**src/rtl/lvd_defs.svh**
```systemverilog
// register map, field positions, reset values and timing counts of the level detector
`ifndef LVD_DEFS_SVH
`define LVD_DEFS_SVH

// register indices; byte address is four times the index
`define LVD_IDX_CTRL0 14'h0440
`define LVD_IDX_CTRL1 14'h0441
`define LVD_IDX_CTRL2 14'h0442
`define LVD_IDX_PINSEL 14'h0443
`define LVD_IDX_LEVEL0 14'h0444
`define LVD_IDX_INTERVAL 14'h0445

// control register fields
`define LVD_F_START 7
`define LVD_F_PERMIT 5
`define LVD_F_RESULT 4
`define LVD_F_LEVEL_LO 0

// all control bits clear after reset
`define LVD_RST_CTRL 8'h00
`define LVD_RST_PINSEL 3'h0
`define LVD_RST_INTERVAL 3'h0

// comparison length in peripheral clock states per channel
`define LVD_COMPARE_STATES 8064
// idle length between two interval comparisons, in clock cycles
`define LVD_IDLE_STATES 120960

// fixed priority level of the low-voltage requests
`define LVD_IRQ_LEVEL 3'h7

`endif

```
**src/rtl/lvd_pkg.sv**
```systemverilog
// shared types of the level detector
package lvd_pkg;

    // phase of the interval sequencer
    typedef enum logic {
        LVD_COMPARE,
        LVD_IDLE
    } lvd_phase_t;

endpackage : lvd_pkg

```
**src/rtl/lvd_chan.sv**
```systemverilog
// one detector channel: control bits, compare timer, held result, edge request
`timescale 1ns/100ps
`include "lvd_defs.svh"
module lvd_chan
    import lvd_pkg::*;
#(
    parameter int LEVEL_W = 3,
    parameter int LEVELS = 5,
    parameter int COMPARE_CYCLES = `LVD_COMPARE_STATES
) (
    input wire logic clk, // peripheral clock
    input wire logic rst_b, // async reset, active low
    input wire logic wr_ctrl, // control register write strobe
    input wire logic wr_lvl, // level field write strobe
    input wire logic wd_start, // written start flag
    input wire logic wd_permit, // written permit flag
    input wire logic wd_result, // written result bit
    input wire logic [LEVEL_W-1:0] wd_level, // written level code
    input wire logic detector_sel, // pin given to detector
    input wire logic gate_on, // interval sequencer allows compare
    input wire logic cmp_below, // comparator: input below level
    output logic detect_start_flag, // comparator powered
    output logic irq_permit_flag, // request gate
    output logic compare_result_flag, // held low-voltage result
    output logic [LEVEL_W-1:0] level_sel, // level code to divider
    output logic cmp_tick, // comparison completed this cycle
    output logic low_voltage_irq // one-cycle request
);
    localparam int CW = $clog2(COMPARE_CYCLES);

    logic start_reg, permit_reg, result_reg, irq_reg; // control state
    logic [LEVEL_W-1:0] level_reg; // level code
    logic [CW-1:0] cnt_reg; // compare state counter
    logic result_next, permit_next;
    logic [CW-1:0] cnt_next;

    wire run = start_reg & detector_sel & gate_on;
    wire tick = run & (cnt_reg == CW'(COMPARE_CYCLES - 1));
    wire permit_rise = wr_ctrl & wd_permit & ~permit_reg;
    // only a written zero clears; permit rise clears too
    wire sw_clear = (wr_ctrl & ~wd_result) | permit_rise;
    wire set_low = tick & cmp_below;
    // out of range codes are held at the top legal level
    wire [LEVEL_W-1:0] lvl_clamp = (wd_level > LEVEL_W'(LEVELS - 1)) ?
        LEVEL_W'(LEVELS - 1) : wd_level;
    wire gated_next = result_next & permit_next;

    // fall is held; no update while stopped; set beats clear
    assign result_next = set_low | (result_reg & ~sw_clear);
    assign permit_next = wr_ctrl ? wd_permit : permit_reg;
    assign cnt_next = tick ? '0 : (run ? cnt_reg + CW'(1) : '0);

    // control bits and result
    always_ff @(posedge clk or negedge rst_b) begin
        if (!rst_b) begin
            start_reg <= 1'b0;
            permit_reg <= 1'b0;
            result_reg <= 1'b0;
            level_reg <= '0;
            cnt_reg <= '0;
        end else begin
            // start flag powers comparator, divider, ground switch
            if (wr_ctrl) start_reg <= wd_start;
            permit_reg <= permit_next;
            result_reg <= result_next;
            if (wr_lvl) level_reg <= lvl_clamp;
            cnt_reg <= cnt_next;
        end
    end

    // a result held before the permit rise never makes an edge
    // request pulse on rising gated result, one cycle
    always_ff @(posedge clk or negedge rst_b) begin
        if (!rst_b) begin
            irq_reg <= 1'b0;
        end else begin
            irq_reg <= gated_next & ~(result_reg & permit_reg);
        end
    end

    assign detect_start_flag = start_reg;
    assign irq_permit_flag = permit_reg;
    assign compare_result_flag = result_reg;
    assign level_sel = level_reg;
    assign cmp_tick = tick;
    assign low_voltage_irq = irq_reg;
endmodule : lvd_chan

```
**src/rtl/lvd_interval.sv**
```systemverilog
// interval sequencer: alternates a compare window and an idle window
`timescale 1ns/100ps
`include "lvd_defs.svh"
module lvd_interval
    import lvd_pkg::*;
#(
    parameter int COMPARE_CYCLES = `LVD_COMPARE_STATES,
    parameter int IDLE_CYCLES = `LVD_IDLE_STATES
) (
    input wire logic clk, // peripheral clock
    input wire logic rst_b, // async reset, active low
    output logic compare_phase // high during the compare window
);
    localparam int CW = $clog2(COMPARE_CYCLES + IDLE_CYCLES);

    lvd_phase_t phase_reg, phase_next; // current window
    logic [CW-1:0] cnt_reg, cnt_next; // cycles in window
    wire last_cmp = (cnt_reg == CW'(COMPARE_CYCLES - 1));
    wire last_idle = (cnt_reg == CW'(IDLE_CYCLES - 1));

    // window switch, free running so no cpu or timer is needed
    always_comb begin
        phase_next = phase_reg;
        cnt_next = cnt_reg + CW'(1);
        case (phase_reg)
            LVD_COMPARE: begin
                if (last_cmp) begin
                    phase_next = LVD_IDLE;
                    cnt_next = '0;
                end
            end
            LVD_IDLE: begin
                if (last_idle) begin
                    phase_next = LVD_COMPARE;
                    cnt_next = '0;
                end
            end
            default: begin
                phase_next = LVD_COMPARE;
                cnt_next = '0;
            end
        endcase
    end

    // window state
    always_ff @(posedge clk or negedge rst_b) begin
        if (!rst_b) begin
            phase_reg <= LVD_COMPARE;
            cnt_reg <= '0;
        end else begin
            phase_reg <= phase_next;
            cnt_reg <= cnt_next;
        end
    end

    assign compare_phase = (phase_reg == LVD_COMPARE);
endmodule : lvd_interval

```
**src/rtl/lvd_top.sv**
```systemverilog
// three-channel battery level detector control with apb register access
`timescale 1ns/100ps
`include "lvd_defs.svh"
module lvd_top
    import lvd_pkg::*;
#(
    parameter int COMPARE_CYCLES = `LVD_COMPARE_STATES,
    parameter int IDLE_CYCLES = `LVD_IDLE_STATES
) (
    input wire logic clk, // peripheral clock, 100 MHz
    input wire logic rst_b, // async reset, active low
    input wire logic psel, // apb select
    input wire logic penable, // apb access phase
    input wire logic pwrite, // apb direction, high for write
    input wire logic [15:0] paddr, // apb byte address
    input wire logic [31:0] pwdata, // apb write data
    output logic [31:0] prdata, // apb read data
    output logic pready, // apb ready
    output logic pslverr, // apb error on unmapped address
    input wire logic [2:0] cmp_below, // comparator outputs, high when below
    output logic [2:0] comp_enable, // comparator and divider power
    output logic [2:0] divider_ground, // divider ground switch closed
    output logic [2:0] pin_function_select, // 1: detector, 0: port
    output logic [4:0] level0_sel, // channel 0 level code
    output logic [2:0] level1_sel, // channel 1 level code
    output logic [1:0] level2_sel, // channel 2 level code
    output logic low_voltage_irq0, // channel 0 request pulse
    output logic low_voltage_irq1, // channel 1 request pulse
    output logic low_voltage_irq2, // channel 2 request pulse
    output logic [2:0] irq_level, // fixed request level
    output logic [1:0] irq_first // winning channel among simultaneous
);
    // address decode
    wire [13:0] idx = paddr[15:2];
    wire hit_c0 = (idx == `LVD_IDX_CTRL0);
    wire hit_c1 = (idx == `LVD_IDX_CTRL1);
    wire hit_c2 = (idx == `LVD_IDX_CTRL2);
    wire hit_pin = (idx == `LVD_IDX_PINSEL);
    wire hit_lv0 = (idx == `LVD_IDX_LEVEL0);
    wire hit_int = (idx == `LVD_IDX_INTERVAL);
    wire mapped = hit_c0 | hit_c1 | hit_c2 | hit_pin | hit_lv0 | hit_int;
    wire setup = psel & ~penable;
    wire access = psel & penable;
    // writes land only on a mapped access phase
    wire wr = access & pwrite & mapped;

    // write data fields; reserved bits 6 and 3 are dropped
    wire wd_start = pwdata[`LVD_F_START];
    wire wd_permit = pwdata[`LVD_F_PERMIT];
    wire wd_result = pwdata[`LVD_F_RESULT];

    logic [2:0] pinsel_reg; // pin use per channel
    logic [2:0] interval_reg; // interval mode per channel
    logic [31:0] prdata_reg; // read data latched at setup
    logic compare_phase; // interval compare window
    logic [2:0] start, permit, result, tick, irq; // per-channel state
    logic [4:0] lv0; // channel 0 level
    logic [2:0] lv1; // channel 1 level
    logic [1:0] lv2; // channel 2 level

    // interval mode gates compare to the window
    wire [2:0] gate = ~interval_reg | {3{compare_phase}};

    // loose configuration registers
    always_ff @(posedge clk or negedge rst_b) begin
        if (!rst_b) begin
            pinsel_reg <= `LVD_RST_PINSEL;
            interval_reg <= `LVD_RST_INTERVAL;
        end else begin
            // low three bits select detector per pin
            if (wr & hit_pin) pinsel_reg <= pwdata[2:0];
            if (wr & hit_int) interval_reg <= pwdata[2:0];
        end
    end

    lvd_chan #(
        .LEVEL_W(5),
        .LEVELS(18),
        .COMPARE_CYCLES(COMPARE_CYCLES)
    ) u_ch0 (
        .clk(clk),
        .rst_b(rst_b),
        .wr_ctrl(wr & hit_c0),
        .wr_lvl(wr & hit_lv0),
        .wd_start(wd_start),
        .wd_permit(wd_permit),
        .wd_result(wd_result),
        .wd_level(pwdata[4:0]),
        .detector_sel(pinsel_reg[0]),
        .gate_on(gate[0]),
        .cmp_below(cmp_below[0]),
        .detect_start_flag(start[0]),
        .irq_permit_flag(permit[0]),
        .compare_result_flag(result[0]),
        .level_sel(lv0),
        .cmp_tick(tick[0]),
        .low_voltage_irq(irq[0])
    );

    // channel 1, five codes; code 010 is 2.4V
    lvd_chan #(
        .LEVEL_W(3),
        .LEVELS(5),
        .COMPARE_CYCLES(COMPARE_CYCLES)
    ) u_ch1 (
        .clk(clk),
        .rst_b(rst_b),
        .wr_ctrl(wr & hit_c1),
        .wr_lvl(wr & hit_c1),
        .wd_start(wd_start),
        .wd_permit(wd_permit),
        .wd_result(wd_result),
        .wd_level(pwdata[2:0]),
        .detector_sel(pinsel_reg[1]),
        .gate_on(gate[1]),
        .cmp_below(cmp_below[1]),
        .detect_start_flag(start[1]),
        .irq_permit_flag(permit[1]),
        .compare_result_flag(result[1]),
        .level_sel(lv1),
        .cmp_tick(tick[1]),
        .low_voltage_irq(irq[1])
    );

    lvd_chan #(
        .LEVEL_W(2),
        .LEVELS(3),
        .COMPARE_CYCLES(COMPARE_CYCLES)
    ) u_ch2 (
        .clk(clk),
        .rst_b(rst_b),
        .wr_ctrl(wr & hit_c2),
        .wr_lvl(wr & hit_c2),
        .wd_start(wd_start),
        .wd_permit(wd_permit),
        .wd_result(wd_result),
        .wd_level(pwdata[1:0]),
        .detector_sel(pinsel_reg[2]),
        .gate_on(gate[2]),
        .cmp_below(cmp_below[2]),
        .detect_start_flag(start[2]),
        .irq_permit_flag(permit[2]),
        .compare_result_flag(result[2]),
        .level_sel(lv2),
        .cmp_tick(tick[2]),
        .low_voltage_irq(irq[2])
    );

    // shared interval sequencer, one window for all channels
    lvd_interval #(
        .COMPARE_CYCLES(COMPARE_CYCLES),
        .IDLE_CYCLES(IDLE_CYCLES)
    ) u_interval (
        .clk(clk),
        .rst_b(rst_b),
        .compare_phase(compare_phase)
    );

    // read image of each register; reserved bits read zero
    wire [7:0] img_c0 = {start[0], 1'b0, permit[0], result[0], 4'h0};
    wire [7:0] img_c1 = {start[1], 1'b0, permit[1], result[1], 1'b0, lv1};
    wire [7:0] img_c2 = {start[2], 1'b0, permit[2], result[2], 2'b00, lv2};
    wire [7:0] rd_sel = hit_c0 ? img_c0 :
                        hit_c1 ? img_c1 :
                        hit_c2 ? img_c2 :
                        hit_pin ? {5'h00, pinsel_reg} :
                        hit_lv0 ? {3'h0, lv0} :
                        hit_int ? {5'h00, interval_reg} : 8'h00;

    // read data captured in the setup cycle, held through access
    always_ff @(posedge clk or negedge rst_b) begin
        if (!rst_b) begin
            prdata_reg <= 32'h00000000;
        end else if (setup & ~pwrite) begin
            prdata_reg <= {24'h000000, rd_sel};
        end
    end

    // zero wait states; unmapped access answers with an error
    assign prdata = prdata_reg;
    assign pready = 1'b1;
    assign pslverr = access & ~mapped;

    // start flag drives power to comparator, divider and ground switch
    assign comp_enable = start;
    assign divider_ground = start;
    assign pin_function_select = pinsel_reg;
    assign level0_sel = lv0;
    assign level1_sel = lv1;
    assign level2_sel = lv2;
    // permit-gated edge requests, one line each
    assign low_voltage_irq0 = irq[0];
    assign low_voltage_irq1 = irq[1];
    assign low_voltage_irq2 = irq[2];
    // requests carry the fixed top level, masking only at the source
    assign irq_level = `LVD_IRQ_LEVEL;
    // lowest channel wins when requests coincide
    assign irq_first = irq[0] ? 2'd0 : (irq[1] ? 2'd1 : (irq[2] ? 2'd2 : 2'd3));

    // helper: cycles since the last tick of channel 1, saturating
    logic [15:0] since_tick; // tick spacing watch
    always_ff @(posedge clk or negedge rst_b) begin
        if (!rst_b) begin
            since_tick <= 16'h0000;
        end else if (tick[1] | ~(start[1] & pinsel_reg[1] & gate[1])) begin
            since_tick <= 16'h0000;
        end else if (since_tick != 16'hFFFF) begin
            since_tick <= since_tick + 16'h0001;
        end
    end
endmodule : lvd_top
```
**config.mk**
```make
export PLATFORM = sky130hd
export DESIGN_NAME = lvd_top
export DESIGN_NICKNAME = d
export VERILOG_FILES = /design/src/rtl/lvd_pkg.sv /design/src/rtl/lvd_chan.sv /design/src/rtl/lvd_interval.sv /design/src/rtl/lvd_top.sv
export VERILOG_INCLUDE_DIRS = /design/src /design/src/rtl
export SDC_FILE = /design/constraint.sdc
export NUM_CORES = 1
export LEC_CHECK = 0
export CORE_MARGIN = 2
export CORE_UTILIZATION = 40
export CTS_CLUSTER_SIZE = 14
export DETAILED_ROUTE_END_ITERATION = 8
export DONT_BUFFER_PORTS = 1
export GPL_ROUTABILITY_DRIVEN = 0
export PLACE_DENSITY = 0.64
export SETUP_SLACK_MARGIN = 0.15
export SYNTH_ARGS = -nofsm -noshare
export SYNTH_HDL_FRONTEND = slang
export SYNTH_SLANG_ARGS = --single-unit
```
**constraint.sdc**
```tcl
create_clock -name clk -period 1.94 [get_ports clk]
set_input_delay 0.097 -clock clk [delete_from_list [all_inputs] [get_ports clk]]
set_output_delay 0.097 -clock clk [all_outputs]
set_load 0.01 [all_outputs]
```
Word-level counts from Yosys, hierarchy flattened:

Index checks and enable logic that the tools add are counted.

* add/subtract/negate cells: 4
* magnitude comparators: 3
* equal/unequal tests: 11
* mux-type cells: 27
* bitwise gates (word level): 72

Operators by type and width (number)
* $eq 14x11->1 const B: 6
* $mux 13: 6
* $and 1x1->1: 45
* $add 13x1->13 const B: 3
* $eq 13x13->1 const B: 3
* $mux 17: 2
* $pmux 17 s2: 1
* $mux 8: 3
* $add 17x1->17 const B: 1
* $eq 17x13->1 const B: 1
* $eq 17x17->1 const B: 1
* $mux 5: 3
* $not 1->1: 14
* $or 1x1->1: 11
* $mux 1: 6
* $mux 2: 3
* $mux 3: 2
* $gt 5x5->1 const B: 1
* $gt 3x3->1 const B: 1
* $not 3->3: 1
* $or 3x3->3: 1
* $gt 2x2->1 const B: 1
* $pmux 1 s2: 1

* register bits: 93
* input bits: 56
* output and inout port bits: 61
* word-level logic and storage cells: 140

Longest topological paths before layout:

* depth in word-level cells: 16
* mapped depth: 6
* mapped depth without buffers: 5

Cells and area by module:

A second synthesis with hierarchy kept.

* cells, all modules: 494
* area, all modules: 4893.4 um2

By module, submodules not included
* lvd_top: instances 1, cells an instance 137, area an instance 1163.6 um2, seq. area each 325.3 um2
* lvd_chan (u_ch0): instances 1, cells an instance 99, area an instance 1017.2 um2, seq. area each 550.5 um2
* lvd_chan (u_ch1): instances 1, cells an instance 89, area an instance 927.1 um2, seq. area each 500.5 um2
* lvd_interval: instances 1, cells an instance 88, area an instance 910.9 um2, seq. area each 450.4 um2
* lvd_chan (u_ch2): instances 1, cells an instance 81, area an instance 874.6 um2, seq. area each 475.5 um2

Worst setup path after synthesis:

OpenSTA, ideal clock, no wires.

* path kind: input to register
* start point: in paddr[15]
* end point: reg u_ch1.irq_reg (netlist: u_ch1.low_voltage_irq)
* library setup time: 0.132 ns
* arrival: 1.738 ns
* setup slack: 0.070 ns
* cell stages on the path: 6
* buffers on the path: 2
* path through: or4_1 > buf_2 > or4_1 > clkbuf_2 > o311ai_1 > a21oi_1

* word-level cells in the longest chain between the ends: 16

RTL lines
* from (decl): line lvd_top.sv:15 `input wire logic [15:0] paddr,`
* $eq 14x11->1 (no source line)
* $or 1x1->1 (5 in a row): line lvd_top.sv:41 `wire mapped = hit_c0 | hit_c1 | hit_c2 | hit_pin | hit_lv0 | hit_int;`
* $and 1x1->1: line lvd_top.sv:45 `wire wr = access & pwrite & mapped;`
* $and 1x1->1 (*): line lvd_top.sv:108 `.wr_ctrl(wr & hit_c1),`
* $and 1x1->1 (2 in a row): line lvd_chan.sv:39 `wire permit_rise = wr_ctrl & wd_permit & ~permit_reg;`
* $or 1x1->1: line lvd_chan.sv:41 `wire sw_clear = (wr_ctrl & ~wd_result) | permit_rise;`
* $not 1->1: line lvd_chan.sv:49 `assign result_next = set_low | (result_reg & ~sw_clear);`
* $and 1x1->1: line lvd_chan.sv:49
* $or 1x1->1: line lvd_chan.sv:49
* $and 1x1->1 (*): line lvd_chan.sv:46 `wire gated_next = result_next & permit_next;`
* $and 1x1->1 (*): line lvd_chan.sv:77 `irq_reg <= gated_next & ~(result_reg & permit_reg);`
* to (signal assigned): line lvd_chan.sv:77
* to (decl): line lvd_chan.sv:31 `logic start_reg, permit_reg, result_reg, irq_reg;`

Every way passes the cells marked *; elsewhere a longest branch is shown, timed or not.
A chain may end at the register's enable or synchronous reset.

Worst setup path in the final report:

* start point: reg u_ch0.cnt_reg[0]
* end point: reg u_ch0.irq_reg (netlist: u_ch0.low_voltage_irq)

* word-level cells in the longest chain between the ends: 6

RTL lines
* from (decl): line lvd_chan.sv:33 `logic [CW-1:0] cnt_reg;`
* from (signal assigned): line lvd_chan.sv:67 `cnt_reg <= cnt_next;`
* $eq 13x13->1: line lvd_chan.sv:38 `wire tick = run & (cnt_reg == CW'(COMPARE_CYCLES - 1));`
* $and 1x1->1: line lvd_chan.sv:38
* $and 1x1->1: line lvd_chan.sv:42 `wire set_low = tick & cmp_below;`
* $or 1x1->1: line lvd_chan.sv:49
* $and 1x1->1: line lvd_chan.sv:46
* $and 1x1->1: line lvd_chan.sv:77
* to (signal assigned): line lvd_chan.sv:77
* to (decl): line lvd_chan.sv:31

No other way between the ends.

==> results.md <==
- Leakage power: ~0.0022 µW
- H-tree Lvls: 3
- Via Count: around 3600
- Share of cells above drive strength 1: under 10%
- Mean post-synth cell area: 9.479 µm²
- Gr usage total: between 10% and 20%
- # IOs: roughly 120
- Clk sink count: between 90 and 100
- Commonest non-fill, non-tap cell in the layout: dfrtp_1
- Post-synth EDFFs: 0
- Startpoint types: register
- Max-cap violations: 0
- Max reg flops: 17
- Status: finished, violations left
- Finished Cell Area: 5306 µm²
- CTS tree: done
- Setup CP Type: reg -> reg
- Mapped Area: roughly 4900 µm²
- YS warnings: 0
- Via/cell ratio: 5.262
- Vias in the first global route: roughly 3500
- Synth unique cells: a little over 50
- Final #Nets: 583
- Post-CTS setup buffer count: 0
- Top-area cell type share of the netlist area: 47.07%
- Initial core utilization: between 40 and 50%
- Core area: roughly 12000 µm²
- First-pass GRT wire length: between 15000 and 20000 µm
- Final Util: 44.36%
- Critical path arrival: just under 2000 ps
- CTS clk-pin slew, worst paths: roughly 60 ps
- Synth top area cells: dfrtp_1 47%, xnor2_1 6.1%, buf_4 5.8%
- Syn Inst Count: ~520
- Maximum VDD drop: around 0.4 mV
- Final Power: ~3600 µW
- Rel. slew slack: about two thirds
- Total routed wirelength: around 10000 µm
- Max frequency: ~0.6 GHz
- Top_reg_cell synth: dfrtp_1
- Die H: between 100 and 150 µm
- Initial antenna violation count: 1
- # DRC: 0
- Largest area contributor in the netlist: dfrtp_1
- Antenna viol nets, final: 0
- DPL Wire Length: 7256 µm
- Hold Buf Count CTS: 11
- Largest net degree at the start of global routing: 93
- Violated checks: negative hold slack
- PwrDens: between 600 and 700 nW/µm²
- Final hold violations: 92
- Num CTS Buffers: 9
- Wire per inst: ~15 µm
- Clock insertion delay at the later pin of the skew report: around 330 ps
- Worst Path Max Fanout: 5
- CTS Buffer Depth: 2
- Actual slew at the worst max-slew pin: between 500 and 600 ps
- Root Buffer: clkbuf_16
- Row count: 40
- Ys async rst share: 100.0%
- Setup violators final: 0
- Final TNS setup: 0 ps
- Critical path required time: 2190 ps
- Die ar.: between 10000 and 15000 µm²
- Drt initial violations: 162
- Clock Skew: around 6.3 ps
- Die width: approximately 110 µm
- Final Cycle Share: between 80% and 90%
- Dpl cell area: roughly 5000 µm²
- Hold/Removal Path Class: in -> async
- Min cycle time layout: 1705 ps
- RSZ-0062 raised after global routing: false
- Detailed-router iteration count before antenna repair: 4
- PortBufs: 0
- GRT overflow: 0
- Synth Register Bits: 92
- Pins over their slew limit: 0
- Most frequent cells in the layout: 92 x dfrtp_1, 73 x nor2_1, 36 x nand2_1, 34 x xnor2_1, 29 x conb_1
- Hold_ws: -541.1 ps
- Worst Setup End Kind: register
- Syn-to-layout area delta: 8.493%
- Register area share after synthesis: a little under half
power by group:
part	switching, µW	internal, µW	total, µW	leakage [µW]
Combinational	63.4	38.1	102	0.000778
Sequential	0.288	1920	1920	0.00127
Clock	669	861	1530	0.000120
Total	733	2820	3550	0.00216
worst max-delay path, stage by stage, from the launching register on:
cell      delay (ps)
dfrtp_1          410
ha_1             290
nand2_1          100
nor4_1           360
and3_1           270
a21boi_1         190
metrics by stage:
stage                     hold slack [ps]  setup slack [ps]  std cells
after floorplan                    -198.6             70.74        543
after global placement             -196.1             54.94        648
after global routing               -560.4             151.0        675
after detailed placement           -196.0             66.91        648
after CTS                          -554.2             155.9        674
final                              -541.1             235.3        675
layout make-up:
cell class | count | area, µm²
inverters | 16 | 60.06
clock inverters | 2 | 12.51
well taps | 147 | 183.9
clock buffers | 13 | 240.2
repair buffers | 20 | 177.7
multi-input cells | 384 | 2327
fillers | 1118 | 6655
diodes | 1 | 2.502
flip-flops and latches | 92 | 2302
what timing repair did:
item / in CTS / in global routing
endpoints found under the setup margin: 2 / 23
hold endpoints to repair: 114 / 92
gates resized for setup: 1 / 5
routing by layer:
layer / wire, µm / part of all wire, % / track usage, % / vias to the layer above
met5: 0 / 0 / 0 / -
met4: 182 / 1.8 / 5.854 / 0
met3: 529 / 5.2 / 4.606 / 11
met2: 5023 / 49 / 25.88 / 71
met1: 4520 / 44 / 20.59 / 1736
li1: - / - / - / 1734
cell families after synthesis:
family	count (synthesis)	synth area share (%)
AND/OR/NAND/NOR	227	23.79
flip-flops	92	47.07
buffers and inverters	67	8.109
AO/OA/AOI/OAI	56	6.703
XOR/XNOR	45	8.058
multiplexers	23	5.091
adder cells (fa/ha/maj)	4	1.023
other	2	0.1535
synth_stat cells, types with 2 or more instances:
master,instances
inv_1,16
o311ai_1,2
xnor2_1,34
mux2i_1,8
a32o_1,2
a21oi_1,18
nand4_1,15
nand2_1,36
clkbuf_1,11
nand2b_1,8
or4_1,2
dfrtp_1,92
nand3_1,28
ha_1,4
buf_4,38
nand4b_1,4
a31oi_1,2
mux2_2,15
nor3_1,12
nor2b_1,6
xor2_1,11
nor2_1,73
o21ai_0,22
nand3b_1,5
and3_1,10
nor4_1,13
nor3b_1,2
a21o_1,2
or3b_2,2
conb_1,2
final timing paths:
check                                           start               endpoint  slack [ps]  cells past startpoint
worst max-delay path                 u_ch0.cnt_reg[0]  u_ch0.low_voltage_irq         240                      5
worst min-delay path                            rst_b       u_ch2.cnt_reg[1]        -540                      0
worst max register to register       u_ch0.cnt_reg[0]  u_ch0.low_voltage_irq         240                      5
worst min register to register  u_interval.cnt_reg[0]  u_interval.cnt_reg[0]         450                      1
max in group asynchronous                       rst_b     u_ch0.level_sel[3]        2270                      0
min in group clk                             paddr[4]              prdata[1]          10                      3
Note: power is estimated with default switching activity, not from simulation.
